[src/inc/sysif_pkg.sv]
package sysif_pkg;

  // Boot serial clock divide ratio and stream length
  localparam int MODE_DIV = 256;
  localparam int MODE_STREAM_BITS = 256;
  localparam int MODE_KEEP_BITS = 16;

  // Register byte addresses
  localparam logic [7:0] ADDR_CTRL = 8'h00;
  localparam logic [7:0] ADDR_ADDR = 8'h04;
  localparam logic [7:0] ADDR_WDATA = 8'h08;
  localparam logic [7:0] ADDR_RDATA = 8'h0c;
  localparam logic [7:0] ADDR_STATUS = 8'h10;
  localparam logic [7:0] ADDR_MODE = 8'h14;

  // Control register fields
  localparam int CTRL_RD_BIT = 0;
  localparam int CTRL_WR_BIT = 1;
  localparam int CTRL_CMD_LSB = 4;
  localparam int CTRL_DID_LSB = 16;

  // Status register fields
  localparam int STAT_BUSY = 0;
  localparam int STAT_BOOT_DONE = 1;
  localparam int STAT_CORE_RUN = 2;
  localparam int STAT_RD_DONE = 3;
  localparam int STAT_PAR_ERR = 4;
  localparam int STAT_EXT_SEEN = 5;
  localparam int STAT_MODE_BAD = 6;
  localparam int STAT_SLAVE = 7;

  // Boot mode fields and codes
  localparam int MODE_WB_LSB = 1;
  localparam int MODE_MULT_LSB = 5;
  localparam int MODE_WP_LSB = 9;
  localparam logic [2:0] MULT_RSVD = 3'h7;
  localparam logic [3:0] MULT_BASE = 4'h2;
  localparam logic [3:0] WB_MAX = 4'h8;
  localparam logic [1:0] WP_RSVD = 2'h1;

  // Reset values
  localparam logic [31:0] WORD_RST = 32'h0;
  localparam logic [15:0] MODE_RST = 16'h0;
  localparam logic [8:0] CMD_RST = 9'h0;

  typedef struct packed {
    logic [8:0] cmd;
    logic [3:0] check;
    logic [31:0] data;
  } bus_word_t;

  typedef struct packed {
    logic [1:0] wr_proto;
    logic [2:0] mult;
    logic [3:0] wb_pattern;
  } boot_mode_t;

  typedef enum {BUS_IDLE, BUS_WAIT_RDY, BUS_ADDR, BUS_DATA, BUS_RD_WAIT, BUS_SLAVE} bus_state_t;
  typedef enum {BOOT_WAIT_SUPPLY, BOOT_SHIFT, BOOT_DONE} boot_state_t;

  // Even parity per byte lane
  function automatic logic [3:0] lane_parity(input logic [31:0] d);
    logic [3:0] p;
    p = 4'h0;
    for (int i = 0; i < 4; i++)
    begin
      p[i] = ^d[8*i +: 8];
    end
    return p;
  endfunction

endpackage

[src/hdl/sync2.sv]
module sync2 #(
  parameter int W = 1,
  parameter logic [W-1:0] RST = '0
) (
  input wire logic clk, // Reference clock
  input wire logic rstn, // Synchronous reset, active low
  input wire logic [W-1:0] d, // Asynchronous input
  output logic [W-1:0] q // Synchronised output
);

  logic [W-1:0] meta_r;

  always_ff @(posedge clk)
  begin
    if (!rstn)
    begin
      meta_r <= RST;
      q <= RST;
    end
    else
    begin
      meta_r <= d;
      q <= meta_r;
    end
  end

endmodule

[src/hdl/cpu_system_interface_boot.sv]
// Contract
// Agent pulls ext_request_n low to submit its own request.
// Device pulls release_n low when handing the bus over, going slave.
// Agent pulls read_accept_n low only when it can take a read.
// Agent pulls write_accept_n low only when it can take a write.
// Agent pulls inbound_valid_n low while driving valid bus words.
// Device pulls outbound_valid_n low while driving valid bus words.
// Addresses and data share one 32-bit bidirectional bus.
// A 4-bit check bus carries byte parity during data cycles.
// A 9-bit bidirectional command/identifier bus runs beside the data bus.
// Command parity is ignored on input and driven zero on output.
// Outputs timed to the reference clock; core factor set at boot.
// Supply-good assertion starts reading the serial boot stream.
// Power-on reset asserted on cold reset, released synchronously.
// Reset asserted for every reset, released synchronously.
// Boot serial clock is the reference clock divided by 256.
// Boot configuration arrives serially, one bit per boot clock.
// Pins with asterisk names are active low.
// Mode bits 7:5 pick multiplier 2..8; code 7 reserved.
// Mode bits 4:1 pick writeback pattern 0..8; 9..15 reserved.
// Mode bits 10:9 pick write protocol; code 01 reserved.
// Core stays in reset until the whole boot stream is latched.
module cpu_system_interface_boot #(
  parameter int STREAM_BITS = sysif_pkg::MODE_STREAM_BITS
) (
  input wire logic clk, // Reference clock, 125 MHz
  input wire logic rstn, // Synchronous reset, active low
  input wire logic [7:0] reg_addr, // Register byte address
  input wire logic [31:0] reg_wdata, // Register write data
  input wire logic reg_wr, // Register write strobe
  input wire logic reg_rd, // Register read strobe
  output logic [31:0] reg_rdata, // Register read data, cycle after strobe
  input wire logic ext_request_n, // Agent request pin
  input wire logic read_accept_n, // Agent read ready pin
  input wire logic write_accept_n, // Agent write ready pin
  input wire logic inbound_valid_n, // Agent valid pin
  output logic outbound_valid_n, // Device valid pin
  output logic release_n, // Bus release pin
  input wire logic [31:0] mux_addr_data_bus_in, // Address/data bus input
  output logic [31:0] mux_addr_data_bus_out, // Address/data bus output
  output logic mux_addr_data_bus_oe, // Address/data bus enable
  input wire logic [3:0] addr_data_check_bus_in, // Check bus input
  output logic [3:0] addr_data_check_bus_out, // Check bus output
  output logic addr_data_check_bus_oe, // Check bus enable
  input wire logic [8:0] command_id_bus_in, // Command bus input
  output logic [8:0] command_id_bus_out, // Command bus output
  output logic command_id_bus_oe, // Command bus enable
  input wire logic command_bus_parity_in, // Command parity input, unused
  output logic command_bus_parity_out, // Command parity output
  output logic command_bus_parity_oe, // Command parity enable
  input wire logic supply_good, // Supply good pin, active high
  input wire logic power_on_reset_n, // Cold reset pin
  input wire logic reset_n, // Reset pin
  output logic boot_serial_clock, // Boot mode serial clock
  input wire logic boot_mode_data, // Boot mode serial data
  output logic core_reset_n, // Core reset, active low
  output logic [3:0] core_clock_factor // Core clock multiplier, 0 if reserved
);

  // Refuse stream lengths the bit counter cannot serve
  if (STREAM_BITS < sysif_pkg::MODE_KEEP_BITS || STREAM_BITS > 65535)
  begin
    $error("STREAM_BITS out of range");
  end

  ////////////////////////////////////////////////////////////////////////////////
  // Pin synchronisers

  logic [6:0] ctl_s;
  sysif_pkg::bus_word_t in_s;

  sync2 #(.W(7), .RST(7'h7f)) u_sync_ctl (
    .clk(clk),
    .rstn(rstn),
    .d({ext_request_n, read_accept_n, write_accept_n, inbound_valid_n, power_on_reset_n, reset_n, boot_mode_data}),
    .q(ctl_s)
  );

  sync2 #(.W(45), .RST('0)) u_sync_bus (
    .clk(clk),
    .rstn(rstn),
    .d({command_id_bus_in, addr_data_check_bus_in, mux_addr_data_bus_in}),
    .q(in_s)
  );

  logic supply_s;
  sync2 #(.W(1), .RST(1'b0)) u_sync_sup (
    .clk(clk),
    .rstn(rstn),
    .d(supply_good),
    .q(supply_s)
  );

  // Active-low pins turned into active-high requests
  wire ext_req = ~ctl_s[6];
  wire rd_ok = ~ctl_s[5];
  wire wr_ok = ~ctl_s[4];
  wire in_valid = ~ctl_s[3];
  wire cold_rst = ~ctl_s[2];
  wire any_rst = ~ctl_s[1];
  wire mode_bit = ctl_s[0];

  ////////////////////////////////////////////////////////////////////////////////
  // Boot mode stream

  sysif_pkg::boot_state_t boot_r, boot_nxt;
  logic [7:0] div_r;
  logic mclk_r;
  logic [15:0] bit_cnt_r;
  logic [15:0] shift_r;
  logic [15:0] mode_r;
  logic boot_done_r;
  logic [3:0] factor_r;
  logic core_rst_n_r;

  wire [7:0] div_last = 8'(sysif_pkg::MODE_DIV - 1);
  wire [7:0] div_half = 8'(sysif_pkg::MODE_DIV / 2 - 1);
  wire mclk_rise = (boot_r == sysif_pkg::BOOT_SHIFT) && (div_r == div_half);
  // Frame ends once the last boot clock has finished its full high phase
  wire stream_end = (boot_r == sysif_pkg::BOOT_SHIFT) && (div_r == div_last) && (bit_cnt_r == 16'(STREAM_BITS));
  wire [15:0] shift_nxt = {mode_bit, shift_r[15:1]};

  sysif_pkg::boot_mode_t mode_f;
  assign mode_f.wb_pattern = mode_r[sysif_pkg::MODE_WB_LSB +: 4];
  assign mode_f.mult = mode_r[sysif_pkg::MODE_MULT_LSB +: 3];
  assign mode_f.wr_proto = mode_r[sysif_pkg::MODE_WP_LSB +: 2];

  wire mult_bad = mode_f.mult == sysif_pkg::MULT_RSVD;
  wire wb_bad = mode_f.wb_pattern > sysif_pkg::WB_MAX;
  wire wp_bad = mode_f.wr_proto == sysif_pkg::WP_RSVD;
  wire mode_bad = boot_done_r && (mult_bad || wb_bad || wp_bad);
  wire [3:0] factor_nxt = mult_bad ? 4'h0 : sysif_pkg::MULT_BASE + {1'b0, mode_f.mult};
  wire core_run_nxt = boot_done_r && !any_rst && !cold_rst;

  always_comb
  begin
    boot_nxt = boot_r;
    unique case (boot_r)
      sysif_pkg::BOOT_WAIT_SUPPLY:
      begin
        if (supply_s)
        begin
          boot_nxt = sysif_pkg::BOOT_SHIFT;
        end
      end
      sysif_pkg::BOOT_SHIFT:
      begin
        if (stream_end)
        begin
          boot_nxt = sysif_pkg::BOOT_DONE;
        end
      end
      sysif_pkg::BOOT_DONE:
      begin
        boot_nxt = sysif_pkg::BOOT_DONE;
      end
    endcase
    if (cold_rst || !supply_s)
    begin
      boot_nxt = sysif_pkg::BOOT_WAIT_SUPPLY;
    end
  end

  always_ff @(posedge clk)
  begin
    if (!rstn)
    begin
      boot_r <= sysif_pkg::BOOT_WAIT_SUPPLY;
      div_r <= 8'h0;
      mclk_r <= 1'b0;
      bit_cnt_r <= 16'h0;
      shift_r <= sysif_pkg::MODE_RST;
      mode_r <= sysif_pkg::MODE_RST;
      boot_done_r <= 1'b0;
      factor_r <= 4'h0;
      core_rst_n_r <= 1'b0;
    end
    else
    begin
      boot_r <= boot_nxt;
      div_r <= (boot_r == sysif_pkg::BOOT_SHIFT) ? div_r + 8'h1 : 8'h0;
      mclk_r <= (boot_r == sysif_pkg::BOOT_SHIFT) && (div_r >= div_half) && (div_r != div_last);
      if (boot_r != sysif_pkg::BOOT_SHIFT)
      begin
        bit_cnt_r <= 16'h0;
      end
      else if (mclk_rise)
      begin
        bit_cnt_r <= bit_cnt_r + 16'h1;
        if (bit_cnt_r < 16'(sysif_pkg::MODE_KEEP_BITS))
        begin
          shift_r <= shift_nxt;
        end
      end
      if (stream_end)
      begin
        mode_r <= shift_r;
      end
      boot_done_r <= boot_nxt == sysif_pkg::BOOT_DONE;
      factor_r <= boot_done_r ? factor_nxt : 4'h0;
      core_rst_n_r <= core_run_nxt;
    end
  end

  assign boot_serial_clock = mclk_r;
  assign core_reset_n = core_rst_n_r;
  assign core_clock_factor = factor_r;

  ////////////////////////////////////////////////////////////////////////////////
  // Register decode

  logic [31:0] ctrl_r;
  logic [31:0] addr_r;
  logic [31:0] wdata_r;
  logic [31:0] rdata_r;
  logic [8:0] rcmd_r;
  logic rd_done_r, par_err_r, ext_seen_r;
  logic [31:0] reg_rdata_r;

  wire hit_ctrl = reg_addr == sysif_pkg::ADDR_CTRL;
  wire hit_addr = reg_addr == sysif_pkg::ADDR_ADDR;
  wire hit_wdata = reg_addr == sysif_pkg::ADDR_WDATA;
  wire hit_rdata = reg_addr == sysif_pkg::ADDR_RDATA;
  wire hit_status = reg_addr == sysif_pkg::ADDR_STATUS;
  wire hit_mode = reg_addr == sysif_pkg::ADDR_MODE;
  wire wr_ctrl = reg_wr && hit_ctrl;
  wire clr_status = reg_wr && hit_status;
  wire start_rd = wr_ctrl && reg_wdata[sysif_pkg::CTRL_RD_BIT];
  wire start_wr = wr_ctrl && reg_wdata[sysif_pkg::CTRL_WR_BIT] && !reg_wdata[sysif_pkg::CTRL_RD_BIT];

  ////////////////////////////////////////////////////////////////////////////////
  // Bus engine

  sysif_pkg::bus_state_t bus_r, bus_nxt;
  logic is_wr_r;
  sysif_pkg::bus_word_t out_r, out_nxt;
  logic drive_r, drive_nxt;
  logic ovalid_r, ovalid_nxt;
  logic rel_r, rel_nxt;

  wire core_run = core_rst_n_r && core_run_nxt;
  wire [8:0] addr_cmd = ctrl_r[sysif_pkg::CTRL_CMD_LSB +: 9];
  wire [8:0] data_id = ctrl_r[sysif_pkg::CTRL_DID_LSB +: 9];
  wire in_take = in_valid && (bus_r == sysif_pkg::BUS_RD_WAIT || bus_r == sysif_pkg::BUS_SLAVE);
  wire in_par_bad = in_s.check != sysif_pkg::lane_parity(in_s.data);
  wire rd_finish = in_valid && bus_r == sysif_pkg::BUS_RD_WAIT;
  wire accept_ok = is_wr_r ? wr_ok : rd_ok;
  wire busy = bus_r != sysif_pkg::BUS_IDLE;

  always_comb
  begin
    bus_nxt = bus_r;
    out_nxt = out_r;
    drive_nxt = 1'b0;
    ovalid_nxt = 1'b0;
    rel_nxt = 1'b0;
    unique case (bus_r)
      sysif_pkg::BUS_IDLE:
      begin
        drive_nxt = 1'b1;
        if (!core_run)
        begin
          drive_nxt = 1'b0;
        end
        else if (ext_req)
        begin
          bus_nxt = sysif_pkg::BUS_SLAVE;
          rel_nxt = 1'b1;
          drive_nxt = 1'b0;
        end
        else if (start_rd || start_wr)
        begin
          bus_nxt = sysif_pkg::BUS_WAIT_RDY;
        end
      end
      sysif_pkg::BUS_WAIT_RDY:
      begin
        drive_nxt = 1'b1;
        if (accept_ok)
        begin
          bus_nxt = sysif_pkg::BUS_ADDR;
          out_nxt.data = addr_r;
          out_nxt.cmd = addr_cmd;
          out_nxt.check = 4'h0;
          ovalid_nxt = 1'b1;
        end
      end
      sysif_pkg::BUS_ADDR:
      begin
        if (is_wr_r)
        begin
          bus_nxt = sysif_pkg::BUS_DATA;
          drive_nxt = 1'b1;
          ovalid_nxt = 1'b1;
          out_nxt.data = wdata_r;
          out_nxt.cmd = data_id;
          out_nxt.check = sysif_pkg::lane_parity(wdata_r);
        end
        else
        begin
          bus_nxt = sysif_pkg::BUS_RD_WAIT;
          rel_nxt = 1'b1;
        end
      end
      sysif_pkg::BUS_DATA:
      begin
        bus_nxt = sysif_pkg::BUS_IDLE;
        drive_nxt = 1'b1;
      end
      sysif_pkg::BUS_RD_WAIT:
      begin
        if (rd_finish)
        begin
          bus_nxt = sysif_pkg::BUS_IDLE;
        end
      end
      sysif_pkg::BUS_SLAVE:
      begin
        if (!ext_req && !in_valid)
        begin
          bus_nxt = sysif_pkg::BUS_IDLE;
        end
      end
    endcase
    if (!core_run)
    begin
      bus_nxt = sysif_pkg::BUS_IDLE;
      ovalid_nxt = 1'b0;
    end
  end

  always_ff @(posedge clk)
  begin
    if (!rstn)
    begin
      bus_r <= sysif_pkg::BUS_IDLE;
      is_wr_r <= 1'b0;
      out_r <= '0;
      drive_r <= 1'b0;
      ovalid_r <= 1'b0;
      rel_r <= 1'b0;
    end
    else
    begin
      bus_r <= bus_nxt;
      if (bus_r == sysif_pkg::BUS_IDLE)
      begin
        is_wr_r <= start_wr;
      end
      out_r <= out_nxt;
      drive_r <= drive_nxt;
      ovalid_r <= ovalid_nxt;
      rel_r <= rel_nxt;
    end
  end

  assign mux_addr_data_bus_out = out_r.data;
  assign addr_data_check_bus_out = out_r.check;
  assign command_id_bus_out = out_r.cmd;
  assign mux_addr_data_bus_oe = drive_r;
  assign addr_data_check_bus_oe = drive_r;
  assign command_id_bus_oe = drive_r;
  assign command_bus_parity_out = 1'b0;
  assign command_bus_parity_oe = drive_r;
  assign outbound_valid_n = ~ovalid_r;
  assign release_n = ~rel_r;

  ////////////////////////////////////////////////////////////////////////////////
  // Registers

  wire [31:0] status_word = {24'h0, busy && bus_r == sysif_pkg::BUS_SLAVE, mode_bad, ext_seen_r, par_err_r,
                             rd_done_r, core_run, boot_done_r, busy};
  wire [31:0] rd_mux = hit_ctrl ? ctrl_r :
                       hit_addr ? addr_r :
                       hit_wdata ? wdata_r :
                       hit_rdata ? rdata_r :
                       hit_status ? status_word :
                       hit_mode ? {7'h0, rcmd_r, mode_r} : 32'h0;

  always_ff @(posedge clk)
  begin
    if (!rstn)
    begin
      ctrl_r <= sysif_pkg::WORD_RST;
      addr_r <= sysif_pkg::WORD_RST;
      wdata_r <= sysif_pkg::WORD_RST;
      rdata_r <= sysif_pkg::WORD_RST;
      rcmd_r <= sysif_pkg::CMD_RST;
      rd_done_r <= 1'b0;
      par_err_r <= 1'b0;
      ext_seen_r <= 1'b0;
      reg_rdata_r <= sysif_pkg::WORD_RST;
    end
    else
    begin
      if (wr_ctrl && !busy)
      begin
        ctrl_r <= reg_wdata & 32'h01ff_1ff0;
      end
      if (reg_wr && hit_addr && !busy)
      begin
        addr_r <= reg_wdata;
      end
      if (reg_wr && hit_wdata && !busy)
      begin
        wdata_r <= reg_wdata;
      end
      if (in_take)
      begin
        rdata_r <= in_s.data;
        rcmd_r <= in_s.cmd;
      end
      rd_done_r <= rd_finish || (rd_done_r && !(clr_status && reg_wdata[sysif_pkg::STAT_RD_DONE]));
      par_err_r <= (in_take && in_par_bad) || (par_err_r && !(clr_status && reg_wdata[sysif_pkg::STAT_PAR_ERR]));
      ext_seen_r <= (ext_req && core_run) || (ext_seen_r && !(clr_status && reg_wdata[sysif_pkg::STAT_EXT_SEEN]));
      reg_rdata_r <= reg_rd ? rd_mux : 32'h0;
    end
  end

  assign reg_rdata = reg_rdata_r;

endmodule

[config.mk]
export PLATFORM = sky130hd
export DESIGN_NAME = cpu_system_interface_boot
export DESIGN_NICKNAME = d
export VERILOG_FILES = /design/src/inc/sysif_pkg.sv /design/src/hdl/sync2.sv /design/src/hdl/cpu_system_interface_boot.sv
export SDC_FILE = /design/constraint.sdc
export NUM_CORES = 1
export LEC_CHECK = 0
export BUFFER_PORTS_ARGS = -buffer_cell sky130_fd_sc_hd__buf_2
export CORE_MARGIN = 4
export CORE_UTILIZATION = 58
export CTS_CLUSTER_SIZE = 14
export DETAILED_ROUTE_END_ITERATION = 10
export GPL_ROUTABILITY_DRIVEN = 1
export GPL_TIMING_DRIVEN = 0
export HOLD_SLACK_MARGIN = 0.02
export PLACE_DENSITY = 0.81
export SYNTH_ARGS = -nofsm -noshare
export SYNTH_HDL_FRONTEND = slang
export SYNTH_SLANG_ARGS = --single-unit
[constraint.sdc]
create_clock -name clk -period 3.13 [get_ports clk]
set_input_delay 0 -clock clk [delete_from_list [all_inputs] [get_ports clk]]
set_output_delay 0 -clock clk [all_outputs]
set_load 0.005 [all_outputs]
==> flow_summary.json <==
{
  "status": "complete, no violations",
  "critPathMaxStageDelay_ns": 0.84,
  "p_clk_share_pct": 45.3,
  "synth.avg_cell_area_um2": 9.74,
  "drive_above_1_share_pct": 15.7,
  "post_cts_buffers": 0,
  "grt_pass1_wl_mm": 68.0,
  "ys_types": 65,
  "worstPathRequired_ns": 3.55,
  "p_int_uw": 8400,
  "synth-main-ff-cell": "dfxtp_1",
  "pwr-share-seq_pct": 50.3,
  "hold_path_class": "primary input to flop",
  "place_area_mm2": 0.0172,
  "hold_viol": 0,
  "grt_remaining_overflow": 0,
  "pin_count": 188,
  "crit_fanout": 10,
  "start_util_pct": 58.7,
  "dp_slack_ns": 0.189,
  "p_sw_share_pct": 21.0,
  "clk_pin_slew_ns": 0.06,
  "antenna_found_initial": 0,
  "setup_tns_ns": 0,
  "n_antenna_cell": 0,
  "cts.sinks": 411,
  "crit_slowest_cell": "nor2_1",
  "rsz0062_at_grt": "false",
  "die_h_um": 173,
  "numCtsBuffers": 40,
  "synth-seq-cells": 411,
  "ant_nets": 0,
  "clk_latency_ns": 0.53,
  "final-setup-viol-count": 0,
  "rows": 60,
  "start_kind": "flop",
  "crit_type": "flop to flop",
  "synthSimpleGateAreaFrac_pct": 19.4,
  "grt_pass1_vias": 12500,
  "powerDensity_mw_per_mm2": 548,
  "synth.area.mux_share_pct": 6.98,
  "synth_fa_ha_area_share_pct": 0.398,
  "drc": 0,
  "via_count": 12700,
  "synth_xor_area_share_pct": 4.53,
  "htreeDepth": 2,
  "fmax_ghz": 0.359,
  "maxSlewHeadroom_pct": 26.9,
  "drv_slew": 0,
  "routed_wl_mm": 43.5,
  "fin_crit_ns": 2.78,
  "grt_max_degree": 15,
  "synth_warnings": 0,
  "path_cells": "clkbuf_1 > nand2b_1 > nor2_1 > buf_2 > mux2i_1 > nand2_1 > o211a_1",
  "cts-root-buf": "clkbuf_16",
  "setup_ws_ns": 0.346,
  "die_w_um": 173,
  "worst_setup_path_end_kind": "flop",
  "viasPerCell": 5.47,
  "clockBufferDepth": 3,
  "final_cells": 2324,
  "wl_per_cell_um": 18.7,
  "power_uw": 10600,
  "place_inst": 2166,
  "synth_top_family_by_area": "simple AND/OR/NAND/NOR gates",
  "dieArea_mm2": 0.0298,
  "p_leak_uw": 0.00781,
  "core-area_mm2": 0.0268,
  "drtIter0Drc": 1136,
  "syn_area_mm2": 0.0157,
  "synth_compound_area_share_pct": 13.0,
  "maxCapViolations": 0,
  "fin_crit_sh_pct": 88.9,
  "nNetsFinal": 2058,
  "final_area_mm2": 0.0194,
  "gp_congestion": 0.961,
  "ys_seq_area_share_pct": 52.3,
  "area_delta_synth_final_pct": 23.3,
  "fin_worst_skew_ns": 0.0193,
  "switching_power_uw": 2230,
  "cp.arrival_ns": 3.20,
  "dr.pass1.iters": 5,
  "grt_usage_pct": 28.2,
  "comb_power_share_pct": 4.4,
  "ys_async_sr_fraction_pct": 0,
  "vdd_drop_max_mv": 0.331,
  "detailed_place_hpwl_mm": 31.2,
  "syn_inst": 1614,
  "io_buffers": 181,
  "synth_edf_count": 0,
  "cts_tree": "done",
  "tightest_slew_ns": 1.09
}
worst paths after layout:
kind | endpoint | slack (ns) | from | cells after the start
min | reg_rdata[5]$_SDFF_PN0_ | 0.11 | reg_addr[6] | 5
max reg2reg | mux_addr_data_bus_out[22]$_SDFFE_PN0P_ | 0.35 | bus_r[2]$_SDFFE_PN0P_ | 7
max | mux_addr_data_bus_out[22]$_SDFFE_PN0P_ | 0.35 | bus_r[2]$_SDFFE_PN0P_ | 7
min reg2reg | u_sync_ctl.q[5]$_SDFF_PN1_ | 0.41 | u_sync_ctl.meta_r[5]$_SDFF_PN1_ | 1
power by group through the flow:
stage / Clock, µW / Sequential, µW / Combinational, µW
after global routing: 5060 / 5350 / 499
after floorplan: 0 / 5450 / 215
after CTS: 4850 / 5350 / 457
after global placement: 0 / 5460 / 367
after detailed placement: 0 / 5470 / 372
final: 4810 / 5350 / 466
routing by layer:
metal	routed length, µm	global-route usage [%]	vias to the layer above
li1	-	-	6102
met2	20000	46.7	580
met1	18600	37.8	5931
met3	3500	4.94	95
met5	0	0	-
met4	1410	9.31	0
synth_stat cells (all sizes together), types with 3 or more instances:
library cell | instances | area [µm²]
ha | 5 | 62.6
nand4 | 13 | 93.8
a222oi | 17 | 170
a22oi | 14 | 105
nand3b | 3 | 22.5
a211oi | 6 | 45.0
nor4b | 4 | 47.6
clkbuf | 83 | 312
nand3 | 19 | 95.1
xnor2 | 51 | 447
inv | 15 | 56.3
nor2b | 47 | 294
nor2 | 58 | 220
o21ai | 3 | 15.0
mux2i | 77 | 771
o22ai | 4 | 25.0
dfxtp | 411 | 8230
nor3 | 10 | 55.1
nor4 | 18 | 128
a32oi | 7 | 61.3
a21oi | 27 | 135
mux2 | 29 | 327
or4 | 3 | 27.5
o211a | 41 | 410
buf | 26 | 143
nand2b | 22 | 138
xnor3 | 4 | 90.1
and2 | 101 | 632
and3 | 7 | 45.1
xor2 | 20 | 175
a21boi | 123 | 923
nand2 | 319 | 1200
cells by family after synthesis:
group                      Yosys count
AOI/OAI and AO/OA                  261
xor gates and xnor gates            75
adders and majority gates            5
buffers and inverters              124
DFF                                411
muxes                              106
other                                1
and+or+nand+nor                    631
sequential cells by signal (all words and copies together) (netlist names), 16 cells and up:
name                   count
addr_r                    32
bit_cnt_r                 16
boot_r                    32
ctrl_r                    18
mode_r                    16
mux_addr_data_bus_out     32
rdata_r                   32
reg_rdata                 32
shift_r                   16
u_sync_bus.meta_r         45
u_sync_bus.q              45
wdata_r                   32
metrics by stage:
stage	hold WS (ns)	util (%)
final	0.108	72.3
after CTS	0.0669	72.3
after floorplan	0.101	-
after global routing	0.202	72.3
after detailed placement	0.184	64.1
after global placement	0.183	64.1
placed cells by master, fill, tap and decap left out, drive strengths merged, types with 4 or more instances in the layout:
cell type and n:
a32oi 7, dfxtp 411, mux2 29, a21boi 123, a22oi 14, nor4 18
mux2i 77, nor2 58, clkinv 7, and2 101, o211a 41, conb 31
nand2 319, a21oi 27, ha 5, clkbuf 141, buf 207, xor2 20
nand4 13, nor2b 47, nand2b 22, nor4b 4, xnor2 51, o22ai 4
and3 7, a211oi 6, nand3 19, dlygate4sd3 88, xnor3 4, nor3 10
a222oi 17, inv 18
critical path, delay by kind of cell, from the launching register on:
family          cells  cell delay (ns)
flops               1             0.33
mux                 1             0.32
compound gates      1             0.14
buf+inv             2             0.72
simple gates        3             1.17
final cells by class:
class,count,area [µm²]
buffer,109,454
clock buffer,58,1200
clock inverter,12,129
inverter,15,56.3
multi-input combinational,1109,7100
timing repair buffer,269,1790
sequential,411,8230
fill,1955,7420
tap,341,427
timing repair:
action                     in CTS  in global routing
resized for setup               0                  1
hold endpoints to repair      153                  0
setup endpoints to repair       0                  1
hold buffers                   88                  0
Power figures use the tool's default switching activity.
